### src/rtl/dcb_pkg.sv
// Package of constants and types for the channel binding and Nco_phase_sync_control block.
package dcb_pkg;
  localparam int ADDR_W = 12;
  localparam int SAMPLE_W = 12;
  // Register indices; the byte address is four times the index.
  localparam logic [ADDR_W-1:0] IDX_ROUTE = 12'h216;
  localparam logic [ADDR_W-1:0] IDX_REF_DIV = 12'h217;
  localparam logic [ADDR_W-1:0] IDX_SYNC_CTL = 12'h219;
  localparam logic [ADDR_W-1:0] IDX_PATH_CTL = 12'h21A;
  localparam logic [ADDR_W-1:0] IDX_STATUS = 12'h21B;
  localparam logic [ADDR_W-1:0] ADDR_ROUTE = ADDR_W'(IDX_ROUTE * 4);
  localparam logic [ADDR_W-1:0] ADDR_REF_DIV = ADDR_W'(IDX_REF_DIV * 4);
  localparam logic [ADDR_W-1:0] ADDR_SYNC_CTL = ADDR_W'(IDX_SYNC_CTL * 4);
  localparam logic [ADDR_W-1:0] ADDR_PATH_CTL = ADDR_W'(IDX_PATH_CTL * 4);
  localparam logic [ADDR_W-1:0] ADDR_STATUS = ADDR_W'(IDX_STATUS * 4);
  // Values after reset.
  localparam logic [7:0] RST_ROUTE = 8'h02;
  localparam logic [15:0] RST_REF_DIV = 16'h0000;
  localparam logic [7:0] RST_SYNC_CTL = 8'h02;
  localparam logic [7:0] RST_PATH_CTL = 8'h00;
  // Field positions.
  localparam int BIT_ROUTE_A = 0;
  localparam int BIT_ROUTE_B = 1;
  localparam int BIT_SYSREF_ARM = 0;
  localparam int BIT_ALIGN_SYNC = 1;
  localparam int BIT_LINK_EN = 0;
  localparam int BIT_CAL_EN = 1;
  localparam int BIT_PD_A = 2;
  localparam int BIT_PD_B = 3;
  localparam int ST_ARMED = 0;
  localparam int ST_PENDING = 1;
  localparam int ST_PD_A = 2;
  localparam int ST_PD_B = 3;
  localparam logic [1:0] RESP_OKAY = 2'h0;
  localparam logic [1:0] RESP_SLVERR = 2'h2;
  typedef struct packed {
    logic valid;
    logic [SAMPLE_W-1:0] data;
  } dcb_sample_s;
endpackage

### src/rtl/dcb_top.sv
// Channel binding, NCO reference divisor and NCO phase sync control with AXI4-Lite registers.
//
// The AXI4-Lite slave port is this design's own decision.
`timescale 1ns/10ps
`default_nettype none
module dcb_top (
  input wire logic i_clk, // Device clock, 25 MHz.
  input wire logic i_sys_rst, // Asynchronous reset, active high.
  input wire logic [dcb_pkg::ADDR_W-1:0] s_axi_awaddr, // Write address.
  input wire logic s_axi_awvalid, // Write address valid.
  output logic s_axi_awready, // Write address ready.
  input wire logic [31:0] s_axi_wdata, // Write data.
  input wire logic [3:0] s_axi_wstrb, // Write byte strobes.
  input wire logic s_axi_wvalid, // Write data valid.
  output logic s_axi_wready, // Write data ready.
  output logic [1:0] s_axi_bresp, // Write response.
  output logic s_axi_bvalid, // Write response valid.
  input wire logic s_axi_bready, // Write response ready.
  input wire logic [dcb_pkg::ADDR_W-1:0] s_axi_araddr, // Read address.
  input wire logic s_axi_arvalid, // Read address valid.
  output logic s_axi_arready, // Read address ready.
  output logic [31:0] s_axi_rdata, // Read data.
  output logic [1:0] s_axi_rresp, // Read response.
  output logic s_axi_rvalid, // Read data valid.
  input wire logic s_axi_rready, // Read data ready.
  input wire dcb_pkg::dcb_sample_s i_conv_a, // Converter A sample stream.
  input wire dcb_pkg::dcb_sample_s i_conv_b, // Converter B sample stream.
  output dcb_pkg::dcb_sample_s o_dig_a, // Digital channel A input stream.
  output dcb_pkg::dcb_sample_s o_dig_b, // Digital channel B input stream.
  output logic [1:0] o_chan_pd, // Digital channel and link power down, bit 0 is A.
  output logic o_serial_link_enable, // Serial link enable.
  output logic o_cal_enable, // Calibration enable.
  output logic [15:0] o_ref_divisor, // Reference divisor shared by all presets.
  output logic o_ref_div_en, // High when the divisor is active.
  input wire logic i_sysref, // SYSREF level.
  input wire logic i_link_sync_n, // Link sync request from the receiver, active low.
  input wire logic i_mf_boundary, // Multiframe or multiblock boundary pulse.
  input wire logic i_enc_64b66b, // High in 64B/66B encoding, low in 8B/10B.
  output logic o_link_sync_n, // Sync request passed on to the link in 8B/10B, held high in 64B/66B; active low.
  output logic o_phase_init // One-cycle NCO phase initialization pulse.
);
  import dcb_pkg::*;

  // ****************************************
  // Register bus
  // ****************************************
  logic aw_held_r, w_held_r, bvalid_r, rvalid_r;
  logic [ADDR_W-1:0] awaddr_r;
  logic [31:0] wdata_r, rdata_r;
  logic [3:0] wstrb_r;
  logic [1:0] bresp_r, rresp_r;
  logic [7:0] route_r, sync_ctl_r, path_ctl_r;
  logic [15:0] ref_div_r;

  function automatic logic [31:0] merge(input logic [31:0] old, input logic [31:0] data, input logic [3:0] strb);
    logic [31:0] res;
    res = old;
    for (int i = 0; i < 4; i++) begin
      if (strb[i]) begin
        res[8*i +: 8] = data[8*i +: 8];
      end
    end
    return res;
  endfunction

  function automatic logic mapped(input logic [ADDR_W-1:0] a);
    return a == ADDR_ROUTE || a == ADDR_REF_DIV || a == ADDR_SYNC_CTL || a == ADDR_PATH_CTL || a == ADDR_STATUS;
  endfunction

  // Selects what a digital channel sees from the converter it is bound to.
  function automatic dcb_sample_s pick_sample(input logic sel, input dcb_sample_s from_a, input dcb_sample_s from_b);
    return sel ? from_b : from_a;
  endfunction

  function automatic logic pick_pd(input logic sel, input logic pd_from_a, input logic pd_from_b);
    return sel ? pd_from_b : pd_from_a;
  endfunction

  wire do_write = aw_held_r && w_held_r && !bvalid_r;
  wire do_read = s_axi_arvalid && !rvalid_r;
  wire wr_route = do_write && awaddr_r == ADDR_ROUTE;
  wire wr_div = do_write && awaddr_r == ADDR_REF_DIV;
  wire wr_sync = do_write && awaddr_r == ADDR_SYNC_CTL;
  wire wr_path = do_write && awaddr_r == ADDR_PATH_CTL;
  wire [31:0] route_nxt = merge({24'h0, route_r}, wdata_r, wstrb_r);
  wire [31:0] div_nxt = merge({16'h0, ref_div_r}, wdata_r, wstrb_r);
  wire [31:0] sync_nxt = merge({24'h0, sync_ctl_r}, wdata_r, wstrb_r);
  wire [31:0] path_nxt = merge({24'h0, path_ctl_r}, wdata_r, wstrb_r);
  logic armed_r, pending_r;
  wire [7:0] status = {4'h0, o_chan_pd[1], o_chan_pd[0], pending_r, armed_r};
  wire [31:0] rd_mux = s_axi_araddr == ADDR_ROUTE ? {24'h0, route_r} :
                       s_axi_araddr == ADDR_REF_DIV ? {16'h0, ref_div_r} :
                       s_axi_araddr == ADDR_SYNC_CTL ? {24'h0, sync_ctl_r} :
                       s_axi_araddr == ADDR_PATH_CTL ? {24'h0, path_ctl_r} :
                       s_axi_araddr == ADDR_STATUS ? {24'h0, status} : 32'h0;

  assign s_axi_awready = !aw_held_r;
  assign s_axi_wready = !w_held_r;
  assign s_axi_arready = !rvalid_r;
  assign s_axi_bvalid = bvalid_r;
  assign s_axi_bresp = bresp_r;
  assign s_axi_rvalid = rvalid_r;
  assign s_axi_rdata = rdata_r;
  assign s_axi_rresp = rresp_r;

  always_ff @(posedge i_clk or posedge i_sys_rst) begin
    if (i_sys_rst) begin
      aw_held_r <= 1'b0;
      w_held_r <= 1'b0;
      awaddr_r <= '0;
      wdata_r <= 32'h0;
      wstrb_r <= 4'h0;
    end else begin
      if (s_axi_awvalid && !aw_held_r) begin
        aw_held_r <= 1'b1;
        awaddr_r <= s_axi_awaddr;
      end else if (do_write) begin
        aw_held_r <= 1'b0;
      end
      if (s_axi_wvalid && !w_held_r) begin
        w_held_r <= 1'b1;
        wdata_r <= s_axi_wdata;
        wstrb_r <= s_axi_wstrb;
      end else if (do_write) begin
        w_held_r <= 1'b0;
      end
    end
  end

  always_ff @(posedge i_clk or posedge i_sys_rst) begin
    if (i_sys_rst) begin
      bvalid_r <= 1'b0;
      bresp_r <= RESP_OKAY;
      rvalid_r <= 1'b0;
      rdata_r <= 32'h0;
      rresp_r <= RESP_OKAY;
    end else begin
      if (do_write) begin
        bvalid_r <= 1'b1;
        bresp_r <= mapped(awaddr_r) ? RESP_OKAY : RESP_SLVERR;
      end else if (s_axi_bready) begin
        bvalid_r <= 1'b0;
      end
      if (do_read) begin
        rvalid_r <= 1'b1;
        rdata_r <= rd_mux;
        rresp_r <= mapped(s_axi_araddr) ? RESP_OKAY : RESP_SLVERR;
      end else if (s_axi_rready) begin
        rvalid_r <= 1'b0;
      end
    end
  end

  // Reserved bits are writable storage and read back as written.
  always_ff @(posedge i_clk or posedge i_sys_rst) begin
    if (i_sys_rst) begin
      route_r <= RST_ROUTE;
      ref_div_r <= RST_REF_DIV;
      sync_ctl_r <= RST_SYNC_CTL;
      path_ctl_r <= RST_PATH_CTL;
    end else begin
      if (wr_route) begin
        route_r <= route_nxt[7:0];
      end
      if (wr_div) begin
        ref_div_r <= div_nxt[15:0];
      end
      if (wr_sync) begin
        sync_ctl_r <= sync_nxt[7:0];
      end
      if (wr_path) begin
        path_ctl_r <= path_nxt[7:0];
      end
    end
  end

  // ****************************************
  // Channel binding and power down
  // ****************************************
  wire route_a = route_r[BIT_ROUTE_A];
  wire route_b = route_r[BIT_ROUTE_B];
  wire pd_a = path_ctl_r[BIT_PD_A];
  wire pd_b = path_ctl_r[BIT_PD_B];
  wire dig_a_pd_nxt = pick_pd(route_a, pd_a, pd_b);
  wire dig_b_pd_nxt = pick_pd(route_b, pd_a, pd_b);
  wire dcb_sample_s dig_a_nxt = pick_sample(route_a, i_conv_a, i_conv_b);
  wire dcb_sample_s dig_b_nxt = pick_sample(route_b, i_conv_a, i_conv_b);
  dcb_sample_s dig_a_r, dig_b_r;
  logic [1:0] chan_pd_r;

  // A powered-down channel carries no valid samples and holds zero data.
  always_ff @(posedge i_clk or posedge i_sys_rst) begin
    if (i_sys_rst) begin
      dig_a_r <= '0;
      dig_b_r <= '0;
      chan_pd_r <= 2'h0;
    end else begin
      dig_a_r <= dig_a_pd_nxt ? '0 : dig_a_nxt;
      dig_b_r <= dig_b_pd_nxt ? '0 : dig_b_nxt;
      chan_pd_r <= {dig_b_pd_nxt, dig_a_pd_nxt};
    end
  end

  assign o_dig_a = dig_a_r;
  assign o_dig_b = dig_b_r;
  assign o_chan_pd = chan_pd_r;
  assign o_serial_link_enable = path_ctl_r[BIT_LINK_EN];
  assign o_cal_enable = path_ctl_r[BIT_CAL_EN];
  assign o_ref_divisor = ref_div_r;
  assign o_ref_div_en = ref_div_r != 16'h0000;

  // ****************************************
  // NCO phase synchronization
  // ****************************************
  // The link sync history resets high, so a sync already released high at reset shows no false rising edge.
  logic sysref_q_r, sync_q_r, arm_q_r, init_r;
  wire align_sync = sync_ctl_r[BIT_ALIGN_SYNC];
  wire arm_bit = sync_ctl_r[BIT_SYSREF_ARM];
  wire sysref_rise = i_sysref && !sysref_q_r;
  wire sync_rise = i_link_sync_n && !sync_q_r;
  wire arm_rise = arm_bit && !arm_q_r;
  wire sysref_fire = armed_r && sysref_rise;
  wire sync_fire = align_sync && pending_r && i_mf_boundary;
  // When arming and a SYSREF rise meet in one cycle, arming wins and the flag stays set.
  wire armed_nxt = arm_rise ? 1'b1 : (sysref_fire ? 1'b0 : armed_r);
  wire pending_nxt = (align_sync && sync_rise) ? 1'b1 : ((sync_fire || !align_sync) ? 1'b0 : pending_r);

  always_ff @(posedge i_clk or posedge i_sys_rst) begin
    if (i_sys_rst) begin
      sysref_q_r <= 1'b0;
      sync_q_r <= 1'b1;
      arm_q_r <= 1'b0;
      armed_r <= 1'b0;
      pending_r <= 1'b0;
      init_r <= 1'b0;
    end else begin
      sysref_q_r <= i_sysref;
      sync_q_r <= i_link_sync_n;
      arm_q_r <= arm_bit;
      armed_r <= armed_nxt;
      pending_r <= pending_nxt;
      init_r <= sysref_fire || sync_fire;
    end
  end

  assign o_phase_init = init_r;
  assign o_link_sync_n = i_enc_64b66b ? 1'b1 : i_link_sync_n;

  // ****************************************
  // Checks
  // ****************************************
  route_b_sel_a: assert property (@(posedge i_clk) disable iff (i_sys_rst)
    !dig_b_pd_nxt |=> o_dig_b == ($past(route_b) ? $past(i_conv_b) : $past(i_conv_a)))
    else $error("Channel B route mismatch");
  route_a_sel_a: assert property (@(posedge i_clk) disable iff (i_sys_rst)
    !dig_a_pd_nxt && $stable(route_r) |=> o_dig_a == ($past(route_a) ? $past(i_conv_b) : $past(i_conv_a)))
    else $error("Channel A route mismatch");
  chan_power_a: assert property (@(posedge i_clk) disable iff (i_sys_rst)
    o_chan_pd[0] == ($past(route_a) ? $past(pd_b) : $past(pd_a)))
    else $error("Channel A power down mismatch");
  chan_power_b_a: assert property (@(posedge i_clk) disable iff (i_sys_rst)
    o_chan_pd[1] == ($past(route_b) ? $past(pd_b) : $past(pd_a)))
    else $error("Channel B power down mismatch");
  dig_zero_a: assert property (@(posedge i_clk) disable iff (i_sys_rst)
    (!o_chan_pd[0] || o_dig_a == '0) && (!o_chan_pd[1] || o_dig_b == '0))
    else $error("Powered-down channel carries samples");
  div_enable_a: assert property (@(posedge i_clk) disable iff (i_sys_rst)
    wr_div && div_nxt[15:0] == 16'h0 |=> !o_ref_div_en)
    else $error("Divisor enabled at zero");
  sync_align_a: assert property (@(posedge i_clk) disable iff (i_sys_rst)
    align_sync && sync_rise ##1 (!i_mf_boundary && align_sync)[*2] ##1 (i_mf_boundary && align_sync) |=> o_phase_init)
    else $error("Link sync alignment missed");
  link_iso_a: assert property (@(posedge i_clk) disable iff (i_sys_rst)
    i_enc_64b66b |-> o_link_sync_n)
    else $error("Sync reached link in 64B/66B");
  sysref_init_a: assert property (@(posedge i_clk) disable iff (i_sys_rst)
    $rose(arm_bit) ##1 (!sysref_rise && !sync_fire) ##1 sysref_rise |=> o_phase_init)
    else $error("Armed SYSREF did not init phase");
  sysref_once_a: assert property (@(posedge i_clk) disable iff (i_sys_rst)
    sysref_fire && !arm_rise |=> !armed_r ##1 (!armed_r || $past(arm_rise)))
    else $error("SYSREF armed flag not cleared");
  arm_detect_a: assert property (@(posedge i_clk) disable iff (i_sys_rst)
    $rose(arm_q_r) |-> armed_r)
    else $error("Arm transition not detected");
  div_write_a: assert property (@(posedge i_clk) disable iff (i_sys_rst)
    wr_div && wstrb_r[1:0] == 2'h3 |=> o_ref_divisor == $past(wdata_r[15:0]))
    else $error("Divisor write not applied");
  div_active_a: assert property (@(posedge i_clk) disable iff (i_sys_rst)
    wr_div && div_nxt[15:0] != 16'h0000 |=> o_ref_div_en)
    else $error("Divisor not enabled when nonzero");
  init_source_a: assert property (@(posedge i_clk) disable iff (i_sys_rst)
    o_phase_init |-> $past(i_mf_boundary && align_sync) || $past(sysref_rise))
    else $error("Phase init without boundary or SYSREF");
  pending_clear_a: assert property (@(posedge i_clk) disable iff (i_sys_rst)
    $fell(align_sync) |=> !pending_r)
    else $error("Sync pending kept after align cleared");
  link_pass_a: assert property (@(posedge i_clk) disable iff (i_sys_rst)
    !i_enc_64b66b |-> o_link_sync_n == i_link_sync_n)
    else $error("Sync not passed to link in 8B/10B");
  sysref_fire_a: assert property (@(posedge i_clk) disable iff (i_sys_rst)
    armed_r && sysref_rise |=> o_phase_init)
    else $error("Armed SYSREF rise gave no phase init");
  sysref_ignore_a: assert property (@(posedge i_clk) disable iff (i_sys_rst)
    !armed_r && sysref_rise && !sync_fire |=> !o_phase_init)
    else $error("Unarmed SYSREF rise gave phase init");
  armed_source_a: assert property (@(posedge i_clk) disable iff (i_sys_rst)
    $rose(armed_r) |-> $past(arm_rise))
    else $error("Armed flag set without arm transition");

  // ****************************************
  // Bus checks
  // ****************************************
  bvalid_hold_a: assert property (@(posedge i_clk) disable iff (i_sys_rst)
    s_axi_bvalid && !s_axi_bready |=> s_axi_bvalid && $stable(s_axi_bresp))
    else $error("Write response dropped before ready");
  rvalid_hold_a: assert property (@(posedge i_clk) disable iff (i_sys_rst)
    s_axi_rvalid && !s_axi_rready |=> s_axi_rvalid && $stable(s_axi_rdata))
    else $error("Read response dropped before ready");
  unmapped_read_a: assert property (@(posedge i_clk) disable iff (i_sys_rst)
    do_read && !mapped(s_axi_araddr) |=> s_axi_rdata == 32'h0 && s_axi_rresp == RESP_SLVERR)
    else $error("Unmapped read not refused");
  unmapped_write_a: assert property (@(posedge i_clk) disable iff (i_sys_rst)
    do_write && !mapped(awaddr_r) |=> s_axi_bresp == RESP_SLVERR && $stable({route_r, ref_div_r, sync_ctl_r, path_ctl_r}))
    else $error("Unmapped write not refused");
endmodule
`default_nettype wire

### config.mk
export PLATFORM = sky130hd
export DESIGN_NAME = dcb_top
export DESIGN_NICKNAME = d
export VERILOG_FILES = /design/src/rtl/dcb_pkg.sv /design/src/rtl/dcb_top.sv
export SDC_FILE = /design/constraint.sdc
export NUM_CORES = 1
export LEC_CHECK = 0
export ABC_AREA = 1
export BUFFER_PORTS_ARGS = -buffer_cell sky130_fd_sc_hd__buf_2
export CAP_MARGIN = 15
export CORE_MARGIN = 2
export CORE_UTILIZATION = 50
export DETAILED_ROUTE_END_ITERATION = 12
export GPL_TIMING_DRIVEN = 0
export PLACE_DENSITY_LB_ADDON = 0.1
export SYNTH_ARGS = -nofsm -noshare
export SYNTH_HDL_FRONTEND = slang
export SYNTH_SLANG_ARGS = --single-unit
### constraint.sdc
create_clock -name i_clk -period 3.85 [get_ports i_clk]
set_input_delay 0.1925 -clock i_clk [delete_from_list [all_inputs] [get_ports i_clk]]
set_output_delay 0.1925 -clock i_clk [all_outputs]
set_load 0.01 [all_outputs]
After elaboration in Yosys (flattened, before gate mapping) --
Index checks and enable logic that the tools add are counted.
Storage, ports and cells: register bits 144, output and inout port bits 90, input bits 97
Cells by class: multiplexer cells 25, reductions and logical operators 46, equality and inequality tests 10
Operators with widths (number):
- $eq A12 B12 Y1 const B | 10
- $mux W13 | 4
- $mux W16 | 2
- $logic_and A1 B1 Y1 | 16
- $mux W8 | 2
- $reduce_bool A16 Y1 | 1
- $mux W1 | 14
- $reduce_bool A2 Y1 | 6
- $logic_or A1 B1 Y1 | 10
- $reduce_and A2 Y1 | 5
- $logic_not A1 Y1 | 8
- $mux W2 | 2
- $mux W4 | 1

Depth between registers and ports, before layout --
word-level depth 6, mapped depth 12, gate-level depth less buffers 11

Worst setup path after synthesis --
OpenSTA, ideal clock, no wires.
path kind register to register, start register bvalid_r, in the netlist s_axi_bvalid, end register path_ctl_r[0], clock period less this slack 1.430 ns, cell stages (with the launch flop) 8, slack 2.420 ns, library setup time 0.121 ns, arrival 1.309 ns, path through dfrtp_1 > nor3_4 > nand2_4 > clkinv_2 > nand3_2 > buf_6 > nand2_2 > o21ai_2
On the way: longest elaborated chain between the ends 4
Ends and longest elaborated chain:
- start: declaration | line dcb_top.sv:47 | logic aw_held_r, w_held_r, bvalid_r, rvalid_r;
- start signal: assignment | line dcb_top.sv:132 | bvalid_r <= 1'b0;
- start signal: assignment | line dcb_top.sv:139 | bvalid_r <= 1'b1;
- start signal: assignment | line dcb_top.sv:142 | bvalid_r <= 1'b0;
- $logic_not A1 Y1 | line dcb_top.sv:79 | wire do_write = aw_held_r && w_held_r && !bvalid_r;
- $logic_and A1 B1 Y1 | line dcb_top.sv:79
- $logic_and A1 B1 Y1 | line dcb_top.sv:84 | wire wr_path = do_write && awaddr_r == ADDR_PATH_CTL;
- $reduce_and A2 Y1 (no line)
- end signal: assignment | line dcb_top.sv:172 | path_ctl_r <= path_nxt[7:0];
- end: declaration | line dcb_top.sv:52 | logic [7:0] route_r, sync_ctl_r, path_ctl_r;
No other way between the ends. A chain may end at the register's enable or synchronous reset.

Final worst setup path --
start register ref_div_r[0], in the netlist o_ref_divisor[0], end output port o_ref_div_en
On the way: longest elaborated chain between the ends 1
Ends and longest elaborated chain:
- start: declaration | line dcb_top.sv:53 | logic [15:0] ref_div_r;
- start signal: assignment | line dcb_top.sv:166 | ref_div_r <= div_nxt[15:0];
- $reduce_bool A16 Y1 | line dcb_top.sv:210 | assign o_ref_div_en = ref_div_r != 16'h0000;
- end: declaration | line dcb_top.sv:34 | output logic o_ref_div_en,
No other way between the ends.

==> impl_metrics.ini <==
[run_status]
outcome = finished, final reports clean

[critical_path]
cp.required_ps = 3660
crit_path_end_kind = primary output
startpoint_type = flip-flop
critPathArrivalTime_ps = 1770
critPathMaxFanout = 4
critPathTopFamily = simple AND/OR/NAND/NOR gates
cp_num_buf_inv = 1
cp_cell_sequence = nor4_1 -> nand4_1 -> buf_2
path_class = reg -> out
critical_path.slowest_cell = nor4_1
max_stage_delay_ps = 550

[global_routing]
antenna_found_initial = 0
grt_overflow_total = 0
grt_pass1_vias = 4772
grt_pass1_wl_um = 22620
grt_usage_pct = 22.90
grt_max_degree = 107

[timing]
max-slew-margin-rel_pct = 62.39
max_freq_mhz = 510.4
hold_viol = 0
worst_pin_slew_ps = 558.3
finalClockSkew_ps = 7.324
finalMaxSlewViolations = 0
rsz0062_at_grt = no
holdWs_ps = 6.883
setup_viol = 0
post-route-min-period_ps = 1959
fin_ws_ps = 1891
fin_crit_sh_pct = 50.89

[cells_and_area]
fin_util_pct = 66.17
final_nets = 955
diodes = 0
syn2layout_area_growth_pct = 30.12
layout_commonest_cell = nand2_1
drive_gt1_share_pct = 31.92
mostFrequentLayoutCells = nand2_1 (161), buf_2 (157), dfrtp_1 (123)

[clock_tree]
cts_setup_buffers = 0
cts_sinks = 126
clk_latency_ps = 420
ctsHoldBuffers = 8
htreeDepth = 4
cts_buffers = 17
path_clk_slew_ps = 60
cts_tree = done
cts-root-buf = clkbuf_16
clock_path_buffers = 2
cts_resized = 0

[placed_design]
dp_hpwl_um = 9904
portBuffers = 150
gp_congestion = 0.8484
place_ws_ps = 2224

[run]
maxCapViolations = 0

[floorplanning]
core_area_mm2 = 0.01137
die_w_um = 111.5
die_y_um = 111.5
start_util_pct = 50.85
num_io_pins = 187
rows = 39
die_area_mm2 = 0.01244

[detailed_routing]
wire_per_inst_um = 13.33
drtPass1Iterations = 5
avgViaCountPerCell = 4.791
first_iter_violations = 255
drc = 0
ant_nets = 0
routed_wl_um = 13510
vias = 4858

[logic_synthesis]
synth_cell_types = 33
mappedNetlistArea_mm2 = 0.005782
synth_edf_count = 0
ys_top_cells_by_area = dfrtp_1 (53%), nand2_1 (10%), inv_1 (6.2%), o21ai_0 (4.1%), o21ai_2 (3.6%)
synth.avg_cell_area_um2 = 8.734
synth-seq-area-share_pct = 54.60
synth_cells = 662
yosys_register_bits = 126
synth_top_area_share_pct = 53.24
yosysWarnings = 0
synth_ff_type = dfrtp_1
ys_async_sr_fraction_pct = 100.0
synth_top_area_cell = dfrtp_1

[min_path]
hold_class = in -> reg

[power]
power_density_mw_per_mm2 = 532.7
peakVddDrop_uv = 403.5
p_leak_nw = 4.126
p_total_mw = 4.008
[final timing paths]
path                                                    from                            to  slack (ps)  cells after the start
max in group asynchronous                          i_sys_rst        route_r[1]$_DFFE_PP1P_        2820                      4
min in group asynchronous                          i_sys_rst       awaddr_r[0]$_DFFE_PP0P_         260                      3
worst max-delay path            o_ref_divisor[0]$_DFFE_PP0P_                  o_ref_div_en        1890                      3
worst max register to register       awaddr_r[9]$_DFFE_PP0P_  o_ref_divisor[1]$_DFFE_PP0P_        2190                      9
worst min-delay path                         s_axi_awaddr[0]       awaddr_r[0]$_DFFE_PP0P_           7                      2
worst min register to register     sync_ctl_r[0]$_DFFE_PP0P_             arm_q_r$_DFF_PP0_         410                      0
[cell usage after synthesis, drive strengths merged (2+ instances only)]
library cell / number
dfrtp: 123
inv: 102
buf: 30
dfstp: 3
nor3: 3
o21ai: 81
nand2: 168
nor2: 55
nor4: 4
mux2: 11
nand4: 2
nand3: 28
clkbuf: 10
o31ai: 3
a21oi: 32
a32o: 2
[cell families after synthesis]
| kind of cell | count (synthesis) | share of synthesized area (%) |
|---|---|---|
| DFF | 126 | 54.60 |
| other | 1 | 0.06486 |
| AOI/OAI and AO/OA | 119 | 12.23 |
| muxes | 11 | 2.142 |
| buffers and inverters | 143 | 11.21 |
| and+or+nand+nor | 262 | 19.76 |
[per-stage QoR]
step,cells,instance area [um2],TNS [ps]
5_1_grt,1014,7523,0
6_report,1014,7523,0
3_3_place_gp,972,6775,-113640
2_1_floorplan,679,5846,0
4_1_cts,1013,7513,0
3_5_place_dp,973,6808,0
[report_power, final]
part           internal [mW]  switching (mW)
clock network           1.12           0.565
registers               1.52          0.0992
logic                  0.250           0.456
[routing by layer]
| metal | vias to the layer above | wire (um) | global-route usage, % |
|---|---|---|---|
| met1 | 2238 | 5932 | 29.32 |
| met5 | - | 0 | 0 |
| met2 | 148 | 6541 | 37.97 |
| li1 | 2448 | - | - |
| met4 | 0 | 256 | 8.560 |
| met3 | 24 | 783 | 5.770 |
[sequential cells by signal, indices dropped and copies added (netlist names), 12 cells and up]
register / cells
awaddr_r: 12
o_dig_a: 13
o_dig_b: 13
o_ref_divisor: 16
s_axi_rdata: 16
wdata_r: 16
[area by class of cell]
| class | count | area (um2) |
|---|---|---|
| multi-input combinational | 410 | 2041 |
| tap | 143 | 178.9 |
| sequential | 126 | 3157 |
| clock inverter | 10 | 161.4 |
| inverter | 103 | 392.9 |
| timing repair buffer | 160 | 868.3 |
| fill | 956 | 3846 |
| buffer | 40 | 260.3 |
| clock buffer | 22 | 464.2 |
Note: power is estimated with default switching activity, not from simulation.
